===== src/esr_pkg.sv =====
`default_nettype none
package esr_pkg;

  // ****************************************
  // Constants
  // ****************************************
  localparam int          ADDR_W_DEF     = 15;
  localparam int          FIFO_DEPTH_DEF = 16;
  localparam logic [3:0]  DEV_TYPE       = 4'hA;
  localparam logic [2:0]  BIT_LAST       = 3'h7;
  localparam logic [2:0]  BIT_RST        = 3'h0;
  localparam logic [7:0]  FILL_BYTE      = 8'hFF;
  localparam logic [7:0]  BYTE_RST       = 8'h00;
  localparam logic [15:0] ADDR_RST       = 16'h0000;
  localparam logic [1:0]  LINE_IDLE      = 2'h3;

  // ****************************************
  // Types
  // ****************************************
  typedef enum logic [2:0] {
    ST_IDLE    = 3'b000,
    ST_DEV     = 3'b001,
    ST_ACK_OUT = 3'b010,
    ST_ADDR_HI = 3'b011,
    ST_ADDR_LO = 3'b100,
    ST_TX      = 3'b101,
    ST_ACK_IN  = 3'b110,
    ST_IGNORE  = 3'b111
  } esr_state_type;

  typedef enum logic [1:0] {
    AF_READ = 2'b00,
    AF_HI   = 2'b01,
    AF_LO   = 2'b10,
    AF_DONE = 2'b11
  } esr_after_type;

  typedef struct packed {
    logic        scl;
    logic        sda;
  } esr_line_type;

  typedef struct packed {
    logic        en;
    logic [15:0] addr;
  } esr_rd_req_type;

  typedef struct packed {
    logic        valid;
    logic [7:0]  data;
  } esr_rd_rsp_type;

endpackage
`default_nettype wire


===== src/esr_fifo.sv =====
`default_nettype none
module esr_fifo #(
  parameter int WIDTH = 8,
  parameter int DEPTH = esr_pkg::FIFO_DEPTH_DEF
) (
  // Clock and reset
  input  wire logic             clk_sys,
  input  wire logic             rst,
  input  wire logic             flush,
  // Fill side
  input  wire logic             in_valid,
  input  wire logic [WIDTH-1:0] in_data,
  output logic                  in_ready,
  // Drain side
  output logic                  out_valid,
  output logic      [WIDTH-1:0] out_data,
  input  wire logic             out_ready
);

  localparam int PW = $clog2(DEPTH);

  if (DEPTH < 2 || (1 << PW) != DEPTH || WIDTH < 1) begin : gen_bad_size
    $error("fifo depth must be a power of two of at least two");
  end

  logic [WIDTH-1:0] mem [DEPTH];
  logic [PW:0]      wr_ptr;
  logic [PW:0]      rd_ptr;
  logic [PW:0]      next_wr_ptr;
  logic [PW:0]      next_rd_ptr;

  assign in_ready  = !((wr_ptr[PW] != rd_ptr[PW]) && (wr_ptr[PW-1:0] == rd_ptr[PW-1:0]));
  assign out_valid = (wr_ptr != rd_ptr);
  assign out_data  = mem[rd_ptr[PW-1:0]];

  // ****************************************
  // Pointers
  // ****************************************
  always_comb begin
    next_wr_ptr = wr_ptr;
    next_rd_ptr = rd_ptr;
    if (flush) begin
      next_rd_ptr = wr_ptr;
    end else begin
      if (in_valid && in_ready) begin
        next_wr_ptr = wr_ptr + 1'b1;
      end
      if (out_valid && out_ready) begin
        next_rd_ptr = rd_ptr + 1'b1;
      end
    end
  end

  always_ff @(posedge clk_sys or posedge rst) begin
    if (rst) begin
      wr_ptr <= '0;
      rd_ptr <= '0;
    end else begin
      wr_ptr <= next_wr_ptr;
      rd_ptr <= next_rd_ptr;
    end
  end

  // Storage
  always_ff @(posedge clk_sys) begin
    if (in_valid && in_ready && !flush) begin
      mem[wr_ptr[PW-1:0]] <= in_data;
    end
  end

endmodule
`default_nettype wire


===== src/esr_seq_read.sv =====
`default_nettype none
module esr_seq_read #(
  parameter int ADDR_W     = esr_pkg::ADDR_W_DEF,
  parameter int FIFO_DEPTH = esr_pkg::FIFO_DEPTH_DEF
) (
  // Clock and reset
  input  wire logic                   clk_sys,
  input  wire logic                   rst,
  // Address select straps
  input  wire logic                   addr_select_low,
  input  wire logic                   addr_select_high,
  // Two-wire bus pins
  input  wire esr_pkg::esr_line_type  line_in,
  output logic                        sda_o,
  output logic                        sda_oe,
  // Array read port
  output esr_pkg::esr_rd_req_type     rd_req,
  input  wire esr_pkg::esr_rd_rsp_type rd_rsp
);

  if (ADDR_W < 8 || ADDR_W > 16) begin : gen_bad_width
    $error("address width must lie between 8 and 16");
  end

  // ****************************************
  // Pin synchronisers
  // ****************************************
  logic [3:0] sync1;
  logic [3:0] sync2;
  logic [1:0] line_d;
  logic       scl_s;
  logic       sda_s;
  logic       scl_rise;
  logic       scl_fall;
  logic       start_det;
  logic       stop_det;

  always_ff @(posedge clk_sys or posedge rst) begin
    if (rst) begin
      // Idle bus level, so no false clock edge follows reset
      sync1  <= {2'h0, esr_pkg::LINE_IDLE};
      sync2  <= {2'h0, esr_pkg::LINE_IDLE};
      line_d <= esr_pkg::LINE_IDLE;
    end else begin
      sync1  <= {addr_select_high, addr_select_low, line_in.scl, line_in.sda};
      sync2  <= sync1;
      line_d <= sync2[1:0];
    end
  end

  assign scl_s     = sync2[1];
  assign sda_s     = sync2[0];
  assign scl_rise  = scl_s && !line_d[1];
  assign scl_fall  = !scl_s && line_d[1];
  assign start_det = scl_s && line_d[1] && line_d[0] && !sda_s;
  assign stop_det  = scl_s && line_d[1] && !line_d[0] && sda_s;

  // ****************************************
  // Prefetch buffer
  // ****************************************
  logic       push;
  logic       pop;
  logic       flush;
  logic       fifo_in_ready;
  logic       fifo_valid;
  logic [7:0] fifo_data;

  esr_fifo #(
    .WIDTH (8),
    .DEPTH (FIFO_DEPTH)
  ) u_fifo (
    .clk_sys   (clk_sys),
    .rst       (rst),
    .flush     (flush),
    .in_valid  (push),
    .in_data   (rd_rsp.data),
    .in_ready  (fifo_in_ready),
    .out_valid (fifo_valid),
    .out_data  (fifo_data),
    .out_ready (pop)
  );

  // ****************************************
  // Bus protocol
  // ****************************************
  esr_pkg::esr_state_type state;
  esr_pkg::esr_state_type next_state;
  esr_pkg::esr_after_type after;
  esr_pkg::esr_after_type next_after;
  logic [2:0]             bit_cnt;
  logic [2:0]             next_bit_cnt;
  logic [7:0]             shreg;
  logic [7:0]             next_shreg;
  logic [7:0]             addr_hi;
  logic [7:0]             next_addr_hi;
  logic                   byte_full;
  logic                   next_byte_full;
  logic                   ack_seen;
  logic                   next_ack_seen;
  logic                   next_sda_oe;
  logic [ADDR_W-1:0]      addr_cnt;
  logic [ADDR_W-1:0]      next_addr_cnt;
  logic                   tx_load;

  always_comb begin
    next_state     = state;
    next_after     = after;
    next_bit_cnt   = bit_cnt;
    next_shreg     = shreg;
    next_addr_hi   = addr_hi;
    next_byte_full = byte_full;
    next_ack_seen  = ack_seen;
    next_sda_oe    = sda_oe;
    next_addr_cnt  = addr_cnt;
    tx_load        = 1'b0;
    flush          = 1'b0;
    unique case (state)
      esr_pkg::ST_IDLE, esr_pkg::ST_IGNORE: begin
      end
      esr_pkg::ST_DEV, esr_pkg::ST_ADDR_HI, esr_pkg::ST_ADDR_LO: begin
        if (scl_rise) begin
          next_shreg     = {shreg[6:0], sda_s};
          next_bit_cnt   = bit_cnt + 1'b1;
          next_byte_full = (bit_cnt == esr_pkg::BIT_LAST);
        end else if (scl_fall && byte_full) begin
          next_byte_full = 1'b0;
          next_sda_oe    = 1'b1;
          next_state     = esr_pkg::ST_ACK_OUT;
          if (state == esr_pkg::ST_DEV) begin
            // Type code, strap match and direction bit
            if (shreg[7:4] == esr_pkg::DEV_TYPE && shreg[3:2] == sync2[3:2]) begin
              next_after = shreg[0] ? esr_pkg::AF_READ : esr_pkg::AF_HI;
            end else begin
              next_sda_oe = 1'b0;
              next_state  = esr_pkg::ST_IGNORE;
            end
          end else if (state == esr_pkg::ST_ADDR_HI) begin
            next_addr_hi = shreg;
            next_after   = esr_pkg::AF_LO;
          end else begin
            // Word address loads the counter and restarts prefetch
            next_addr_cnt = ADDR_W'({addr_hi, shreg});
            flush         = 1'b1;
            next_after    = esr_pkg::AF_DONE;
          end
        end
      end
      esr_pkg::ST_ACK_OUT: begin
        if (scl_fall) begin
          next_sda_oe  = 1'b0;
          next_bit_cnt = esr_pkg::BIT_RST;
          unique case (after)
            esr_pkg::AF_READ: tx_load = 1'b1;
            esr_pkg::AF_HI:   next_state = esr_pkg::ST_ADDR_HI;
            esr_pkg::AF_LO:   next_state = esr_pkg::ST_ADDR_LO;
            esr_pkg::AF_DONE: next_state = esr_pkg::ST_IGNORE;
          endcase
        end
      end
      esr_pkg::ST_TX: begin
        if (scl_fall) begin
          if (bit_cnt == esr_pkg::BIT_LAST) begin
            next_sda_oe = 1'b0;
            next_state  = esr_pkg::ST_ACK_IN;
          end else begin
            next_bit_cnt = bit_cnt + 1'b1;
            next_shreg   = {shreg[6:0], 1'b0};
            next_sda_oe  = !shreg[6];
          end
        end
      end
      esr_pkg::ST_ACK_IN: begin
        if (scl_rise) begin
          next_ack_seen = !sda_s;
        end else if (scl_fall) begin
          if (ack_seen) begin
            tx_load = 1'b1;
          end else begin
            next_state = esr_pkg::ST_IGNORE;
          end
        end
      end
    endcase
    if (tx_load) begin
      next_shreg    = fifo_valid ? fifo_data : esr_pkg::FILL_BYTE;
      next_sda_oe   = fifo_valid ? !fifo_data[7] : 1'b0;
      next_addr_cnt = addr_cnt + 1'b1;
      next_bit_cnt  = esr_pkg::BIT_RST;
      next_state    = esr_pkg::ST_TX;
    end
    if (start_det) begin
      next_state     = esr_pkg::ST_DEV;
      next_bit_cnt   = esr_pkg::BIT_RST;
      next_byte_full = 1'b0;
      next_sda_oe    = 1'b0;
    end else if (stop_det) begin
      next_state  = esr_pkg::ST_IDLE;
      next_sda_oe = 1'b0;
    end
  end

  assign pop = tx_load && fifo_valid;

  always_ff @(posedge clk_sys or posedge rst) begin
    if (rst) begin
      state     <= esr_pkg::ST_IDLE;
      after     <= esr_pkg::AF_DONE;
      bit_cnt   <= esr_pkg::BIT_RST;
      shreg     <= esr_pkg::BYTE_RST;
      addr_hi   <= esr_pkg::BYTE_RST;
      byte_full <= 1'b0;
      ack_seen  <= 1'b0;
      sda_oe    <= 1'b0;
      sda_o     <= 1'b0;
      addr_cnt  <= ADDR_W'(esr_pkg::ADDR_RST);
    end else begin
      state     <= next_state;
      after     <= next_after;
      bit_cnt   <= next_bit_cnt;
      shreg     <= next_shreg;
      addr_hi   <= next_addr_hi;
      byte_full <= next_byte_full;
      ack_seen  <= next_ack_seen;
      sda_oe    <= next_sda_oe;
      sda_o     <= 1'b0;
      addr_cnt  <= next_addr_cnt;
    end
  end

  // ****************************************
  // Array prefetch
  // ****************************************
  logic [ADDR_W-1:0]       fetch_ptr;
  logic [ADDR_W-1:0]       next_fetch_ptr;
  logic                    pend;
  logic                    next_pend;
  logic                    discard;
  logic                    next_discard;
  esr_pkg::esr_rd_req_type next_rd_req;

  assign push = rd_rsp.valid && !discard && !flush;

  always_comb begin
    next_fetch_ptr  = fetch_ptr;
    next_pend       = pend;
    next_discard    = discard;
    next_rd_req     = rd_req;
    next_rd_req.en  = 1'b0;
    if (rd_rsp.valid) begin
      next_pend    = 1'b0;
      next_discard = 1'b0;
    end
    if (flush) begin
      next_fetch_ptr = next_addr_cnt;
      next_discard   = pend && !rd_rsp.valid;
      next_pend      = 1'b0;
    end else if (!pend && !discard && fifo_in_ready) begin
      // Wraps with the counter width
      next_rd_req.en   = 1'b1;
      next_rd_req.addr = 16'(fetch_ptr);
      next_fetch_ptr   = fetch_ptr + 1'b1;
      next_pend        = 1'b1;
    end
  end

  always_ff @(posedge clk_sys or posedge rst) begin
    if (rst) begin
      fetch_ptr <= ADDR_W'(esr_pkg::ADDR_RST);
      pend      <= 1'b0;
      discard   <= 1'b0;
      rd_req    <= '0;
    end else begin
      fetch_ptr <= next_fetch_ptr;
      pend      <= next_pend;
      discard   <= next_discard;
      rd_req    <= next_rd_req;
    end
  end

  // ****************************************
  // Checks
  // ****************************************
  AST_STOP_RELEASE: assert property (@(posedge clk_sys) disable iff (rst)
    stop_det |=> (!sda_oe && state == esr_pkg::ST_IDLE))
    else $error("sda still driven after stop");
  AST_NACK_ENDS: assert property (@(posedge clk_sys) disable iff (rst)
    (state == esr_pkg::ST_ACK_IN && scl_fall && !ack_seen && !start_det && !stop_det) |=>
      (state == esr_pkg::ST_IGNORE && !sda_oe))
    else $error("read continued without acknowledge");
  AST_ACK_NEXT: assert property (@(posedge clk_sys) disable iff (rst)
    (state == esr_pkg::ST_ACK_IN && scl_fall && ack_seen && !start_det && !stop_det) |=>
      (state == esr_pkg::ST_TX && bit_cnt == 3'h0))
    else $error("no next byte after acknowledge");
  AST_ADDR_STEP: assert property (@(posedge clk_sys) disable iff (rst)
    tx_load |=> (addr_cnt == ADDR_W'($past(addr_cnt) + 1'b1)))
    else $error("counter did not step after byte");
  AST_ADDR_WRAP: assert property (@(posedge clk_sys) disable iff (rst)
    (tx_load && (&addr_cnt)) |=> (addr_cnt == '0))
    else $error("counter did not wrap to zero");
  AST_NO_MATCH: assert property (@(posedge clk_sys) disable iff (rst)
    (state == esr_pkg::ST_DEV && scl_fall && byte_full && !start_det && !stop_det &&
     (shreg[7:4] != esr_pkg::DEV_TYPE || shreg[3:2] != sync2[3:2])) |=> (state == esr_pkg::ST_IGNORE && !sda_oe))
    else $error("foreign address answered");
  AST_READ_DIR: assert property (@(posedge clk_sys) disable iff (rst)
    (state == esr_pkg::ST_ACK_OUT && after == esr_pkg::AF_READ && scl_fall && !start_det && !stop_det) |=>
      (state == esr_pkg::ST_TX))
    else $error("read bit did not start transmit");
  AST_ACK_SLOT: assert property (@(posedge clk_sys) disable iff (rst)
    (state == esr_pkg::ST_ACK_IN) |-> !sda_oe)
    else $error("sda driven in acknowledge slot");
  AST_ACK_HOLD: assert property (@(posedge clk_sys) disable iff (rst)
    (state == esr_pkg::ST_ACK_OUT && !scl_fall) |=> (sda_oe || $past(start_det) || $past(stop_det)))
    else $error("acknowledge released early");

endmodule
`default_nettype wire


===== config.mk =====
export PLATFORM = sky130hd
export DESIGN_NAME = esr_seq_read
export DESIGN_NICKNAME = d
export VERILOG_FILES = /design/src/esr_pkg.sv /design/src/esr_fifo.sv /design/src/esr_seq_read.sv
export SDC_FILE = /design/constraint.sdc
export NUM_CORES = 1
export LEC_CHECK = 0
export BUFFER_PORTS_ARGS = -buffer_cell sky130_fd_sc_hd__buf_2
export CAP_MARGIN = 10
export CORE_MARGIN = 8
export CORE_UTILIZATION = 55
export CTS_CLUSTER_DIAMETER = 200
export DETAILED_ROUTE_END_ITERATION = 8
export GPL_ROUTABILITY_DRIVEN = 0
export PLACE_DENSITY = 0.77
export SETUP_SLACK_MARGIN = 0.15
export SYNTH_ARGS = -nofsm -noshare
export SYNTH_HDL_FRONTEND = slang
export SYNTH_SLANG_ARGS = --single-unit

===== constraint.sdc =====
create_clock -name clk_sys -period 2.3 [get_ports clk_sys]
set_input_delay 0.23 -clock clk_sys [delete_from_list [all_inputs] [get_ports clk_sys]]
set_output_delay 0.23 -clock clk_sys [all_outputs]
set_load 0.005 [all_outputs]

==> reports/results.tsv, run 1 <==
stage	metric	value	unit
status	outcome	finished, final reports clean	
critical_path	Reg2Reg Capture Point	u_fifo.mem[8][4]	
yosys	Post-synth ARST share	0.3816	
detailed_routing	DR vias	5240	
floorplan	Horiz. Die Dim	142.8	um
sta	setup violators final	0	
critical_path	Max FO, Critical Path	8	
yosys	sequential share of the synthesized area	0.6598	
detailed_routing	vias per cell	5.934	
clock_network	Clock Sinks	207	
floorplan	Die Height	142.8	um
sta	Max Freq	455.7	MHz
critical_path	crit path kind	reg -> reg	
floorplan	Initial Util	0.5604	
layout	area of the multi-input gates	2844	um2
critical_path	R2R Setup Slk	0.11	ns
critical_path	RR Startpoint	u_fifo.wr_ptr[4]	
detailed_routing	antenna-violating nets left	0	
global_routing	initial antenna violation count	0	
layout	synth-to-layout area growth	14.80	%
sta	Slew HR	0.4627	
clock_network	CTS tree	yes	
global_routing	GRT Overall Usage	0.1866	
global_routing	number of global-route vias before repair	5430	
sta	min cycle time layout	2.194	ns
sta	Final Hold Violating Endpoints	0	
sta	Worst Tran Pin Value	0.8030	ns
layout	final non-filler cell total	883	
min_path	HP Start	rd_rsp[5]	
sta	skew final	0.009512	ns
pwr	VDD IR-drop max	801.1	uV
critical_path	Worst R2R Path Depth	4	
critical_path	max incr delay on CP	0.64	ns
clock_network	CTS Buffer Depth	3	
critical_path	startpoint types	flip-flop	
placement	I/O Buffers	31	
yosys	dominant cells by area after synthesis	edfxtp_1, dfrtp_1, mux4_2	
detailed_routing	Routed Wire Length	18430	um
critical_path	slowest CP cell	nor2_1	
sta	final slew viol count	0	
yosys	post-synth top area cell	edfxtp_1	
yosys	Synth top cells by count	edfxtp_1, dfrtp_1, nor2_1, mux4_2, nand2_1	
placement	Inst Count DP	839	
min_path	Hold Path Sink	u_fifo.mem[7][5]	
clock_network	Clock transition at path regs	0.06	ns
layout	fin nets	675	
layout	layout cell share with drive strength beyond 1	0.2459	
critical_path	Worst Setup End Kind	flip-flop	
clock_network	H-tree depth	1	
detailed_routing	# DRC	0	
placement	Detailed Place HPWL	12180	um
layout	register area	5832	um2
yosys	Syn Area/Cell	14.75	um2
yosys	Unique masters post-synth	61	
yosys	mapped cell area	8837	um2
yosys	ys flop type	edfxtp_1	
yosys	share of the synthesized area in the top cell type	0.4349	
min_path	hold path depth	1	
min_path	hold crit path type	in -> reg	
global_routing	first-pass GRT wire length	29510	um
sta	setup tns final	0	ns
clock_network	CTS Buf Count	21	
pwr	P per Cell Area	1137	nW/um2
clock_network	CTS Root Cell	clkbuf_16	
clock_network	Clock Latency Late Sink	0.50	ns
floorplan	# rows	46	
detailed_routing	1st-iter DRT viols	554	
floorplan	Die ar.	20380	um2
global_routing	largest net degree at the start of global routing	58	
critical_path	Worst EP required	2.42	ns
yosys	Ys Warns	0	
yosys	Post-synth EDFFs	128	
floorplan	core area	15770	um2
layout	Util after Layout	0.6433	
sta	RSZ-0062 raised after global routing	true	
yosys	most frequent cell after synthesis	edfxtp_1	
layout	ant diodes	0	
sta	Final Cycle Share	0.9541	
pwr	P_leak	3.768	nW
yosys	synthesis-stage register bit count	207	
floorplan	I/O Pins	34	
layout	fill count	1142	
global_routing	grt ovf	0	
detailed_routing	wire per inst	20.87	um
clock_network	post-CTS setup buffers	0	
yosys	post-synthesis cell count	599	
job	number of max-cap violations	0	
critical_path	crit path cell chain	xnor2_1 > o211a_1 > nand2_1 > nor2_1	
detailed_routing	DRT Pass-1 Iters	5	
critical_path	WP data arrival	2.32	ns
==> timing repair <==
action | in CTS | in global routing
endpoints found under the setup margin | 90 | 112
hold buffers | 6 | 0
gates cloned | 0 | 0
hold endpoints to repair | 19 | 0
resized for setup | 4 | 13
==> cell families (layout without fill, tap and decap cells) <==
| group | count (synthesis) | count (layout) | synth area share |
|---|---|---|---|
| other | 1 | 2 | 0.0004243 |
| adders and majority gates | 8 | 8 | 0.01133 |
| muxes | 67 | 67 | 0.1230 |
| and+or+nand+nor | 148 | 148 | 0.08240 |
| AOI/OAI and AO/OA | 98 | 98 | 0.07193 |
| buffers and inverters | 45 | 112 | 0.02633 |
| xor gates and xnor gates | 25 | 25 | 0.02478 |
| DFF | 207 | 207 | 0.6598 |
==> where the power goes <==
part	internal, mW	leakage [nW]	total [mW]	switching (mW)
clock	2.12	0.340	3.46	1.34
sequential	4.54	2.15	4.95	0.402
combinational	1.37	1.28	3.13	1.76
==> critical path, delay by kind of cell, from the launching register on <==
kind,cells,cell delay [ns]
DFF,1,0.44
and+or+nand+nor,2,0.79
AOI/OAI and AO/OA,1,0.29
xor gates and xnor gates,1,0.30
==> cell type report <==
class / count / share of cell area
well taps: 216 / 0.02664
multi-input cells: 348 / 0.2803
clock inverters: 7 / 0.01085
repair buffers: 64 / 0.04477
flip-flops and latches: 207 / 0.5749
clock buffers: 31 / 0.05846
inverters: 10 / 0.004070
==> sequential cells by signal, summed over array words and instances, names as in the netlist, 5 cells and up <==
name	flops
addr_hi	7
u_fifo.wr_ptr	5
fetch_ptr	15
u_fifo.mem	128
u_fifo.rd_ptr	5
rd_req	16
shreg	8
==> placed cells by master, fill, tap and decap left out, types with 6 or more instances in the layout <==
| master | instances |
|---|---|
| edfxtp_1 | 128 |
| buf_2 | 31 |
| o22ai_1 | 15 |
| nor2_1 | 45 |
| mux2_2 | 14 |
| xor2_1 | 14 |
| mux2i_1 | 13 |
| dlygate4sd3_1 | 6 |
| clkbuf_1 | 7 |
| ha_1 | 8 |
| mux4_2 | 31 |
| buf_4 | 23 |
| nand2b_1 | 15 |
| nand3_1 | 6 |
| mux2_1 | 9 |
| xnor2_1 | 11 |
| nor3_1 | 8 |
| dfstp_2 | 8 |
| nor2_2 | 9 |
| inv_1 | 9 |
| a21oi_1 | 25 |
| nand2_1 | 30 |
| o21ai_0 | 18 |
| clkbuf_16 | 21 |
| dfrtp_1 | 70 |
| o211ai_1 | 10 |
==> worst max path at each step <==
stage,from,endpoint,slack [ns]
after floorplan,sync2[1],u_fifo.mem[12][0],0.18
after global placement,sync2[1],u_fifo.mem[6][4],0.12
after detailed placement,sync2[1],u_fifo.mem[4][7],0.11
after CTS,sync2[1],u_fifo.mem[4][4],0.08
after global routing,u_fifo.wr_ptr[4],u_fifo.mem[8][4],0.005
final,u_fifo.wr_ptr[4],u_fifo.mem[8][4],0.11
==> metal layers <==
| metal | up-vias | wire [um] | global-route usage |
|---|---|---|---|
| met5 | - | 0 | 0 |
| met4 | 0 | 501 | 0.05705 |
| met3 | 45 | 993 | 0.02671 |
| met2 | 198 | 9148 | 0.3161 |
| met1 | 2622 | 7786 | 0.2454 |
| li1 | 2375 | - | - |
==> stage by stage <==
step                      area, um2  power (mW)  worst slack, ns  hold WS (ns)
after floorplan                8865       7.152           0.1801        0.2345
after global placement         9324       7.926           0.1213        0.2943
after detailed placement       9324       8.043           0.1128        0.3057
after CTS                     10100       11.54          0.08224        0.1103
after global routing          10140       12.09         0.004740        0.1226
final                         10140       11.53           0.1056        0.1271
Power figures use the tool's default switching activity.
==> run 2, diff against run 1 <==
ABC_AREA = 1   (was default)
CORE_UTILIZATION = 56   (was 55)
GPL_TIMING_DRIVEN = 0   (was default)
PLACE_DENSITY = 0.78   (was 0.77)
==> reports/results.tsv, run 2 <==
stage	metric	value	unit	change
clock_network	Clock transition at path regs	0.06	ns	about the same
floorplan	Die Height	152.8	um	was 142.8 um
detailed_routing	DR vias	8257		was 5240
global_routing	GRT Max-Usage Layer	met2		unchanged
global_routing	number of global-route vias before repair	7851		was 5430
pwr	VDD IR-drop max	757.8	uV	was 801.1 uV
yosys	Syn Area/Cell	9.195	um2	was 14.75 um2
critical_path	crit path kind	reg -> reg		unchanged
clock_network	CTS tree	yes		unchanged
yosys	post-synthesis cell count	1140		was 599
layout	area of the multi-input gates	3805	um2	was 2844 um2
floorplan	core area	18520	um2	was 15770 um2
clock_network	CTS Root Cell	clkbuf_16		unchanged
yosys	share of the synthesized area in the top cell type	0.3667		was 0.4349
job	number of max-cap violations	0		unchanged
yosys	Ys Warns	0		unchanged
placement	Setup Slack @ Placement	-0.3083	ns	was 0.1128 ns
sta	Worst Tran Pin Value	0.6404	ns	was 0.8030 ns
floorplan	Initial Util	0.5661		was 0.5604
critical_path	max incr delay on CP	0.59	ns	was 0.64 ns
global_routing	first-pass GRT wire length	40470	um	was 29510 um
clock_network	CTS Buf Count	24		was 21
yosys	Synth top cells by count	nand2_1, nor2_1, edfxtp_1, o21ai_0, inv_1		was edfxtp_1, dfrtp_1, nor2_1, mux4_2, nand2_1
critical_path	Worst R2R Path Depth	8		was 4
yosys	sequential share of the synthesized area	0.5920		was 0.6598
yosys	Post-synth ARST share	0.4234		was 0.3816
critical_path	Critical Path Most Common Cell	nor2_4		
floorplan	# rows	50		was 46
layout	most frequent cells in the layout	nand2_1, nor2_1, edfxtp_1		was edfxtp_1, dfrtp_1, nor2_1
clock_network	CTS Buffer Depth	3		unchanged
clock_network	Clock Latency Late Sink	0.53	ns	was 0.50 ns
detailed_routing	1st-iter DRT viols	802		was 554
placement	I/O Buffers	31		unchanged
sta	min cycle time layout	2.121	ns	was 2.194 ns
clock_network	Clock Sinks	222		was 207
detailed_routing	DRT Pass-1 Iters	5		unchanged
placement	Detailed Place HPWL	16900	um	was 12180 um
detailed_routing	wire per inst	17.34	um	was 20.87 um
critical_path	Worst EP required	2.51	ns	was 2.42 ns
sta	Final Cycle Share	0.9221		was 0.9541
layout	ant diodes	0		unchanged
global_routing	GRT Overall Usage	0.2144		was 0.1866
layout	synth-to-layout area growth	16.36	%	was 14.80%
pwr	P_leak	5.210	nW	was 3.768 nW
critical_path	Worst Setup End Kind	flip-flop		unchanged
detailed_routing	Routed Wire Length	25480	um	was 18430 um
layout	commonest non-fill, non-tap cell in the layout	nand2_1		was edfxtp_1
status	outcome	finished, final reports clean		unchanged
global_routing	initial antenna violation count	0		unchanged
pwr	P per Cell Area	1232	nW/um2	was 1137 nW/um2
sta	Final Hold Violating Endpoints	0		unchanged
yosys	ys flop type	edfxtp_1		unchanged
yosys	dominant cells by area after synthesis	edfxtp_1, dfrtp_1, nand2_1		was edfxtp_1, dfrtp_1, mux4_2
yosys	mapped cell area	10480	um2	was 8837 um2
critical_path	crit path cell chain	nor2_4 > nand2_1 > nor2_4 > nor3_1 > nand2_2 > inv_4 > nand3_2 > nor2_4		was xnor2_1 > o211a_1 > nand2_1 > nor2_1
min_path	hold path depth	4		was 1
floorplan	Horiz. Die Dim	152.8	um	was 142.8 um
layout	Util after Layout	0.6587		was 0.6433
sta	Max Freq	471.5	MHz	was 455.7 MHz
detailed_routing	# DRC	0		unchanged
min_path	hold crit path type	in -> reg		unchanged
layout	fill count	1427		was 1142
floorplan	Die ar.	23350	um2	was 20380 um2
layout	register area	6206	um2	was 5832 um2
sta	final worst setup slack	0.1791	ns	was 0.1056 ns
critical_path	slowest CP cell	dfstp_2		was nor2_1
detailed_routing	vias per cell	5.621		was 5.934
global_routing	largest net degree at the start of global routing	39		was 58
global_routing	M1 GR Usage	0.2717		was 0.2454
yosys	most frequent cell after synthesis	nand2_1		was edfxtp_1
layout	fin nets	1241		was 675
detailed_routing	antenna-violating nets left	0		unchanged
sta	final slew viol count	0		unchanged
clock_network	H-tree depth	1		unchanged
global_routing	grt ovf	0		unchanged
floorplan	I/O Pins	34		unchanged
yosys	post-synth top area cell	edfxtp_1		unchanged
critical_path	Max FO, Critical Path	8		unchanged
sta	RSZ-0062 raised after global routing	true		unchanged
yosys	Unique masters post-synth	40		was 61
global_routing	M3 GR Usage	0.03693		was 0.02671
yosys	synthesis-stage register bit count	222		was 207
layout	Largest register FFs	128		unchanged
sta	setup violators final	0		unchanged
layout	layout cell share with drive strength beyond 1	0.1441		was 0.2459
sta	Slew HR	0.5715		was 0.4627
critical_path	WP data arrival	2.33	ns	was 2.32 ns
global_routing	met2 Track Usage GR	0.3635		was 0.3161
critical_path	startpoint types	flip-flop		unchanged
sta	skew final	0.02461	ns	was 0.009512 ns
yosys	Post-synth EDFFs	128		unchanged
## run 2: through the flow
| stage | setup TNS [ns] | instances | hold slack (ns) | power, mW | area, um2 |
|---|---|---|---|---|---|
| after floorplan | 0 | 1141 | 0.2345 | 9.185 | 10490 |
| final | 0 | 1469 | 0.03563 | 15.02 | 12200 |
| after CTS | -0.04499 | 1467 | 0.03358 | 14.84 | 12120 |
| after detailed placement | -29.20 | 1408 | 0.3362 | 10.75 | 10980 |
| after global routing | 0 | 1469 | 0.07732 | 15.93 | 12200 |
| after global placement | -20.95 | 1406 | 0.3351 | 10.55 | 10940 |
## run 2: layout make-up
type / count / share of cell area
Clock inverter: 15 / 0.01354
Timing Repair Buffer: 50 / 0.03775
Tap cell: 234 / 0.02400
Clock buffer: 29 / 0.05160
Sequential cell: 222 / 0.5088
Buffer: 45 / 0.02144
Multi-Input combinational cell: 775 / 0.3119
Inverter: 99 / 0.03098
## run 2: cells by family (layout without fill, tap and decap cells)
logic type	after synthesis	in the layout	share of synthesized area
other cells	1	2	0.0003577
fa+ha+maj	9	9	0.01074
flops	222	222	0.5920
compound gates	169	169	0.08797
xor+xnor	21	21	0.01755
simple gates	574	574	0.2322
buf+inv	144	238	0.05920
## run 2: final timing paths
check,start,endpoint,slack [ns]
max,sync2[1],u_fifo.mem[3][6],0.18
min,rd_rsp[8],pend,0.04
max reg2reg,sync2[1],u_fifo.mem[3][6],0.18
min reg2reg,sync1[3],sync2[3],0.36
max in group asynchronous,rst,line_d[1],1.08
min in group asynchronous,rst,rd_req[9],0.33
## run 2: critical path, delay by kind of cell, from the launching register on
family | cells | cell delay [ns]
flip-flops | 1 | 0.59
buffers and inverters | 1 | 0.16
AND/OR/NAND/NOR | 7 | 1.08
## run 2: repair_timing
| item | CTS | global route |
|---|---|---|
| hold buffers | 5 | 0 |
| setup buffers | 10 | 2 |
| resized for setup | 32 | 24 |
| setup endpoints to repair | 129 | 137 |
| endpoints found under the hold margin | 31 | 0 |
| pin swaps | 10 | 5 |
## run 2: routing by layer
metal	wire, um	up-vias	part of all wire
met3	1876	65	0.074
met1	10370	3903	0.41
met5	0	-	0
li1	-	3936	-
met4	860	0	0.034
met2	12370	353	0.49
## run 2: power breakdown
part / internal [mW] / leakage (nW) / switching, mW / total [mW]
combinational: 1.82 / 2.48 / 3.67 / 5.49
clock: 2.29 / 0.382 / 1.57 / 3.87
sequential: 5.06 / 2.35 / 0.603 / 5.67
total: 9.18 / 5.21 / 5.84 / 15.0
